### src/core/ltir_defs.svh
// Constants for the light threshold interrupt reporting block.
// Assumes inclusion by bare name from core files only.
`ifndef LTIR_DEFS_SVH
`define LTIR_DEFS_SVH

`define LTIR_RES_W 16
`define LTIR_FCNT_W 2
`define LTIR_MODE_W 2
`define LTIR_CNT_W 3
`define LTIR_MODE_SHUTDOWN 2'h0
`define LTIR_EOC_CODE 2'h3
`define LTIR_LOW_TOP_MSB 15
`define LTIR_LOW_TOP_LSB 14

`endif

### src/core/ltir_pkg.sv
// Types for the light threshold interrupt reporting block.
// Assumes ltir_defs.svh sits beside it.
`include "ltir_defs.svh"
package ltir_pkg;
    typedef logic [`LTIR_RES_W-1:0] ltir_res_t;
    typedef logic [`LTIR_FCNT_W-1:0] ltir_fcnt_t;
    typedef logic [`LTIR_MODE_W-1:0] ltir_mode_t;
    typedef logic [`LTIR_CNT_W-1:0] ltir_cnt_t;
    // Fault direction of the running consecutive count
    typedef enum logic [2:0] {
        LTIR_DIR_NONE = 3'b001,
        LTIR_DIR_HIGH = 3'b010,
        LTIR_DIR_LOW  = 3'b100
    } ltir_dir_e;
endpackage

### src/core/ltir_compare.sv
// Limit comparator of the light threshold interrupt reporting block.
// Assumes limits are stable around a conversion result strobe.
`timescale 1ns/1ps
module ltir_compare (
    // Result and limits
    input wire ltir_pkg::ltir_res_t result_i,
    input wire ltir_pkg::ltir_res_t high_limit_i,
    input wire ltir_pkg::ltir_res_t low_limit_i,
    // Comparison outcome
    output logic above_o,
    output logic below_o
);
    import ltir_pkg::*;

    // Strict compares; equal to a limit is no fault
    always_comb begin
        above_o = (result_i > high_limit_i); // RULE3
        below_o = (result_i < low_limit_i); // RULE3
    end
endmodule

### src/core/ltir_fault_count.sv
// Consecutive same-direction fault counter.
// Assumes one conv_done_i pulse per finished conversion.
`timescale 1ns/1ps
`include "ltir_defs.svh"
module ltir_fault_count (
    // Clock, reset, enable
    input wire logic core_clk_i,
    input wire logic srst_i,
    input wire logic ce_i,
    // Conversion outcome
    input wire logic conv_done_i,
    input wire logic above_i,
    input wire logic below_i,
    input wire ltir_pkg::ltir_fcnt_t fault_count_i,
    // Trigger pulses, valid with conv_done_i
    output logic trig_high_o,
    output logic trig_low_o
);
    import ltir_pkg::*;

    ltir_dir_e dir_r;
    ltir_cnt_t cnt_r;
    ltir_cnt_t cnt_nxt;
    ltir_cnt_t need;
    ltir_dir_e dir_now;

    // Field value n asks for 1, 2, 4 or 8 consecutive faults
    always_comb begin
        need = ltir_cnt_t'((4'h1 << fault_count_i) - 4'h1);
        if (above_i) begin
            dir_now = LTIR_DIR_HIGH;
        end else if (below_i) begin
            dir_now = LTIR_DIR_LOW;
        end else begin
            dir_now = LTIR_DIR_NONE;
        end
        // Restart on a pass or a change of direction
        if (dir_now == LTIR_DIR_NONE || dir_now != dir_r) begin
            cnt_nxt = 3'h0; // RULE18
        end else if (cnt_r != 3'h7) begin
            cnt_nxt = cnt_r + 3'h1;
        end else begin
            cnt_nxt = cnt_r;
        end
    end

    // Trigger on every conversion once the run is long enough
    always_comb begin
        trig_high_o = conv_done_i && dir_now == LTIR_DIR_HIGH && cnt_nxt >= need; // RULE16
        trig_low_o = conv_done_i && dir_now == LTIR_DIR_LOW && cnt_nxt >= need; // RULE16
    end

    // Run state
    always_ff @(posedge core_clk_i) begin
        if (srst_i) begin
            dir_r <= LTIR_DIR_NONE;
            cnt_r <= 3'h0;
        end else if (ce_i && conv_done_i) begin
            dir_r <= dir_now;
            cnt_r <= cnt_nxt;
        end
    end
endmodule

### src/core/ltir_top.sv
// Interrupt reporting logic of an ambient light sensor.
// Assumes a serial front end that pulses read/write strobes and a
// conversion engine that pulses conv_done_i with a stable result.
// Behaviour
// RULE1: Latch bit selects latched or transparent mode.
// RULE2: Low limit top bits 11b select end-of-conversion.
// RULE3: Latched mode counts results outside either limit.
// RULE4: Latched trigger: interrupt, ready, matching flag set.
// RULE5: Latched: config read clears interrupt and flags.
// RULE6: Alert response clears only latched interrupt.
// RULE7: Unmet conversion sets ready, keeps flags, interrupt.
// RULE8: Config read clears conversion ready afterwards.
// RULE9: Non-shutdown write clears ready; shutdown write nothing.
// RULE10: Transparent high: interrupt active, high flag only.
// RULE11: Transparent low: interrupt inactive, low flag only.
// RULE12: Transparent indicators ignore config reads and writes; in end-of-conversion the code clears irq on a read or non-shutdown write.
// RULE13: Transparent mode ignores alert response entirely.
// RULE14: Pin low when active xor polarity set.
// RULE15: Host keeps high limit above low limit.
// RULE16: Consecutive fault count gates every trigger.
// RULE17: End-of-conversion: interrupt active each conversion.
// RULE18: Fault run restarts on pass or direction change.
`timescale 1ns/1ps
`include "ltir_defs.svh"
module ltir_top (
    // Clock, reset, enable
    input wire logic core_clk_i,
    input wire logic srst_i,
    input wire logic ce_i,
    // Configuration fields
    input wire logic latch_sel_i,
    input wire logic irq_polarity_i,
    input wire ltir_pkg::ltir_fcnt_t fault_count_i,
    input wire ltir_pkg::ltir_mode_t conv_mode_i,
    input wire ltir_pkg::ltir_res_t high_limit_i,
    input wire ltir_pkg::ltir_res_t low_limit_i,
    // Host access strobes
    input wire logic cfg_rd_i,
    input wire logic cfg_wr_i,
    input wire ltir_pkg::ltir_mode_t cfg_wr_mode_i,
    input wire logic alert_resp_i,
    // Conversion engine
    input wire logic conv_done_i,
    input wire ltir_pkg::ltir_res_t result_i,
    // Reporting indicators
    output logic flag_high_o,
    output logic flag_low_o,
    output logic conv_ready_o,
    output logic irq_active_o,
    // Open-drain interrupt pin
    input wire logic int_pin_i,
    output logic int_pin_o,
    output logic int_pin_oe_o
);
    import ltir_pkg::*;

    logic above;
    logic below;
    logic trig_high;
    logic trig_low;
    logic eoc_mode;
    logic latched;
    logic wr_run;
    logic flag_high_r;
    logic flag_low_r;
    logic ready_r;
    logic irq_r;
    logic pin_drive_r;
    logic clr_latch_r;

    // Mode decode from the live configuration
    always_comb begin
        latched = latch_sel_i; // RULE1
        eoc_mode = low_limit_i[`LTIR_LOW_TOP_MSB:`LTIR_LOW_TOP_LSB] == `LTIR_EOC_CODE; // RULE2
        wr_run = cfg_wr_i && cfg_wr_mode_i != `LTIR_MODE_SHUTDOWN; // RULE9
    end

    ltir_compare u_cmp (
        .result_i(result_i),
        .high_limit_i(high_limit_i),
        .low_limit_i(low_limit_i),
        .above_o(above),
        .below_o(below)
    );

    ltir_fault_count u_cnt (
        .core_clk_i(core_clk_i),
        .srst_i(srst_i),
        .ce_i(ce_i),
        .conv_done_i(conv_done_i),
        .above_i(above),
        .below_i(below),
        .fault_count_i(fault_count_i),
        .trig_high_o(trig_high),
        .trig_low_o(trig_low)
    );

    // Conversion ready: a finishing conversion wins over a read or write
    always_ff @(posedge core_clk_i) begin
        if (srst_i) begin
            ready_r <= 1'b0;
        end else if (ce_i) begin
            if (conv_done_i) begin
                ready_r <= 1'b1; // RULE7
            end else if (cfg_rd_i || wr_run) begin
                ready_r <= 1'b0; // RULE8
            end
        end
    end

    // High flag; a trigger in the same cycle as a read wins
    always_ff @(posedge core_clk_i) begin
        if (srst_i) begin
            flag_high_r <= 1'b0;
        end else if (ce_i) begin
            if (trig_high) begin
                flag_high_r <= 1'b1; // RULE4
            end else if (trig_low && !latched) begin
                flag_high_r <= 1'b0; // RULE11
            end else if (cfg_rd_i && latched) begin
                flag_high_r <= 1'b0; // RULE5
            end
        end
    end

    // Low flag mirrors the high flag
    always_ff @(posedge core_clk_i) begin
        if (srst_i) begin
            flag_low_r <= 1'b0;
        end else if (ce_i) begin
            if (trig_low) begin
                flag_low_r <= 1'b1; // RULE4
            end else if (trig_high && !latched) begin
                flag_low_r <= 1'b0; // RULE10
            end else if (cfg_rd_i && latched) begin
                flag_low_r <= 1'b0; // RULE5
            end
        end
    end

    // Internal interrupt state, before polarity
    always_ff @(posedge core_clk_i) begin
        if (srst_i) begin
            irq_r <= 1'b0;
        end else if (ce_i) begin
            if (conv_done_i && eoc_mode) begin
                irq_r <= 1'b1; // RULE17
            end else if (trig_high) begin
                irq_r <= 1'b1; // RULE4
            end else if (trig_low) begin
                irq_r <= latched; // RULE11
            end else if (latched && (cfg_rd_i || alert_resp_i)) begin
                irq_r <= 1'b0; // RULE5 RULE6 RULE13
            end else if (!latched && eoc_mode && (cfg_rd_i || wr_run)) begin
                irq_r <= 1'b0; // RULE12
            end else if (clr_latch_r && !latched && !eoc_mode) begin
                // Leaving latched end-of-conversion needs a latch-bit drop to clear
                irq_r <= 1'b0;
            end
        end
    end

    // Pending clear held from latched end-of-conversion until the latch bit drops;
    // a one-cycle memory would miss the usual order of limit change, then latch drop
    always_ff @(posedge core_clk_i) begin
        if (srst_i) begin
            clr_latch_r <= 1'b0;
        end else if (ce_i) begin
            if (!latched) begin
                clr_latch_r <= 1'b0;
            end else if (eoc_mode) begin
                clr_latch_r <= 1'b1;
            end
        end
    end

    // Pin drive registered so the open-drain enable is glitch free
    always_ff @(posedge core_clk_i) begin
        if (srst_i) begin
            pin_drive_r <= 1'b0;
        end else if (ce_i) begin
            pin_drive_r <= irq_r ^ irq_polarity_i; // RULE14
        end
    end

    // Outputs; alert line level is only observed by the host side
    always_comb begin
        flag_high_o = flag_high_r;
        flag_low_o = flag_low_r;
        conv_ready_o = ready_r;
        irq_active_o = irq_r;
        int_pin_o = 1'b0;
        int_pin_oe_o = pin_drive_r && (int_pin_i || !int_pin_i);
    end
endmodule

### config.mk
export PLATFORM = sky130hd
export DESIGN_NAME = ltir_top
export DESIGN_NICKNAME = d
export VERILOG_FILES = /design/src/core/ltir_pkg.sv /design/src/core/ltir_compare.sv /design/src/core/ltir_fault_count.sv /design/src/core/ltir_top.sv
export VERILOG_INCLUDE_DIRS = /design/src /design/src/core
export SDC_FILE = /design/constraint.sdc
export NUM_CORES = 1
export LEC_CHECK = 0
export ABC_AREA = 1
export BUFFER_PORTS_ARGS = -buffer_cell sky130_fd_sc_hd__buf_2
export CORE_MARGIN = 3
export CORE_UTILIZATION = 45
export DETAILED_ROUTE_END_ITERATION = 10
export PLACE_DENSITY_LB_ADDON = 0.05
export SETUP_SLACK_MARGIN = 0.4
export SLEW_MARGIN = 25
export SYNTH_ARGS = -nofsm -noshare
export SYNTH_HDL_FRONTEND = slang
export SYNTH_HIERARCHICAL = 1
export SYNTH_SLANG_ARGS = --single-unit
### constraint.sdc
create_clock -name core_clk_i -period 3.7 [get_ports core_clk_i]
set_input_delay 0.74 -clock core_clk_i [delete_from_list [all_inputs] [get_ports core_clk_i]]
set_output_delay 0.74 -clock core_clk_i [all_outputs]
set_load 0.01 [all_outputs]
==> impl_metrics.ini <==
[route]
routed_wl_um = 4122
drtIter0Drc = 47
firstDrtPassIters = 4
num_vias = 1766
antenna_left = 0
avgViaCountPerCell = 4.812
drc = 0
wl_per_cell_um = 11.23

[power]
power_frac_comb_pct = 50.1
peakVddDrop_uv = 215.8
net-switching-power_uw = 192.7
swShare_pct = 36.48
leakage_nw = 1.329
powerDensity_mw_per_mm2 = 208.2
pwr-share-clk_pct = 22.8
p_seq_share_pct = 27.1
internal-power_uw = 335.4
p_total_uw = 528.1

[global_routing]
overflow = 0
grt_max_degree = 14
grt_pass1_wl_um = 5416
antenna_found_initial = 0
grtUsageTotal_pct = 15.20
grt_pass1_vias = 1354

[placed_design]
numPortBuffers = 65
dp_hpwl_um = 2898
place_area_mm2 = 0.002021
gp_congestion = 0.7327

[logic_synthesis]
synth_area_leaders = ha_1 (27%), dfxtp_1 (15%), nand2_1 (13%)
synth.most_common_cell = nand2_1
yosys_most_used_dff = dfxtp_1
synth_async_sr_flop_share_pct = 0
synth-edff-count = 0
synth_seq_cells = 12
yosysUniqueCellTypes = 30
yosysTopAreaCell = ha_1
syn_nets = 349
syn_area_per_cell_um2 = 6.606
netlist_area_mm2 = 0.001652
synth_warnings = 6
yosysSeqAreaShare_pct = 14.55
synthCells = 250
yosysTopAreaCellShare_pct = 26.52
synth_common_cells = nand2_1 (57), inv_1 (51), ha_1 (35)

[timing]
hold_viol = 0
finalCritPeriodShare_pct = 87.29
rsz0062_at_grt = yes
fin_crit_ps = 3230
whs_ps = 467.6
fin_skew_ps = 2.440
max_freq_mhz = 309.6
finalMaxSlewViolations = 0
setup-tns-final_ps = 0
finalSetupViolCount = 0

[floorplan]
initial_core_util_pct = 47.98
row_count = 21
coreArea_mm2 = 0.003442
die_area_mm2 = 0.004433
fp.dieH_um = 66.58
die_x_um = 66.58
num_io_pins = 70

[critical_path]
arrival_ps = 3370
crit_type = primary input to flop
end_kind = flop
r2r_start = u_cnt/cnt_r[0]
required_ps = 3840
crit_fanout = 3
crit_start = high_limit_i[6]
startpoint_type = primary input

[clocking]
ctsHoldBuffers = 0
cts_root_buf = clkbuf_8
clk_path_buf_depth = 2
htree_levels = 1
clk_latency_ps = 240
cts_buffers = 3
cts_tree = done
clk_pin_slew_ps = 50
cts.sinks = 12

[finish]
diodes = 0
drive_above_1_share_pct = 50.16
post-route-util_pct = 73.68
num-nets-final = 422
fin_area_mm2 = 0.002536
nFillCells = 280
syn_to_final_growth_pct = 53.56

[worst_hold_path]
min_path_type = flop to flop
holdCritStartpoint = u_cnt/dir_r[0]

[flow_run]
max_cap_violations = 0

[status]
outcome = finished, final reports clean
==> kinds of logic after synthesis <==
group / Yosys count / synth area share [%]
simple gates: 100 / 28.71
buf+inv: 60 / 14.32
compound gates: 41 / 15.15
fa+ha+maj: 35 / 26.52
flops: 12 / 14.55
xor+xnor: 1 / 0.5304
other cells: 1 / 0.2271
==> registers in the layout (all words and copies together), names as in the netlist <==
register      count
u_cnt/cnt_r       3
u_cnt/dir_r       3
clr_latch_r       1
conv_ready_o      1
flag_high_o       1
flag_low_o        1
int_pin_oe_o      1
irq_active_o      1
==> cell type report <==
class	count	area [um2]	area share (%)
multi-input cells	178	1553	61.22
repair buffers	70	426.7	16.82
flip-flops and latches	12	240.2	9.472
inverters	58	217.7	8.584
well taps	46	57.56	2.269
clock buffers	3	41.29	1.628
==> metrics by stage <==
| stage | cells | setup WS (ps) |
|---|---|---|
| floorplan | 250 | 443.4 |
| global placement | 359 | 76.12 |
| detailed placement | 359 | 49.63 |
| CTS | 364 | 413.9 |
| global route | 367 | 281.1 |
| finish | 367 | 470.3 |
==> worst max-delay path: stages <==
cell      delay [ps]
buf_2             80
inv_1             40
ha_1             290
nand2_2           80
nor2_4           100
nand2_1           60
nand2_1           70
nand2_2           70
a21oi_4          130
inv_2             80
nand2_4           90
nor2_4            50
nor2_8           140
nand3_4           80
inv_2             70
ha_4             200
a21oi_2          130
o211ai_1         120
nand4_1          130
inv_2             50
nor2_1            80
nand2_1           70
nor2_2           120
nand3_2           90
a21oi_2          150
nor2_2            40
==> routing by layer <==
metal	vias up	global-route usage [%]	part of all wire (%)	wire, um
met4	0	0.7614	1.3	53
met2	55	25.12	50	2045
met1	767	20.45	43	1777
met5	-	0	0	0
met3	4	4.384	6.0	246
li1	940	-	-	-
==> worst paths after layout <==
path	end	slack [ps]	cells past startpoint
max reg2reg	irq_active_o	1440	18
min reg2reg	u_cnt/dir_r[0]	470	2
max	irq_active_o	470	26
min	u_cnt/dir_r[0]	470	2
==> layout by cell type, fill, tap and decap left out, drive strengths merged, types with 2 or more instances in the layout <==
master	n
ha	35
buf	70
nor3	2
nand4	3
a21o	2
o211ai	2
clkbuf	3
o21ai	10
nand2	60
nor2	20
inv	58
dfxtp	12
nand3	14
a21oi	25
==> power by group through the flow <==
stage	sequential (mW)	combinational, mW	clock, mW
after floorplan	0.146	0.123	0
final	0.143	0.265	0.120
after detailed placement	0.145	0.185	0
after CTS	0.143	0.192	0.121
after global routing	0.144	0.296	0.130
after global placement	0.145	0.182	0
==> timing repair <==
| item | CTS | global route |
|---|---|---|
| gates resized for setup | 3 | 84 |
| endpoints found under the setup margin | 1 | 3 |
| setup buffers | 2 | 3 |
| pin swaps | 4 | 38 |
| hold endpoints to repair | 0 | 0 |
(Power assumes the default switching activity.)
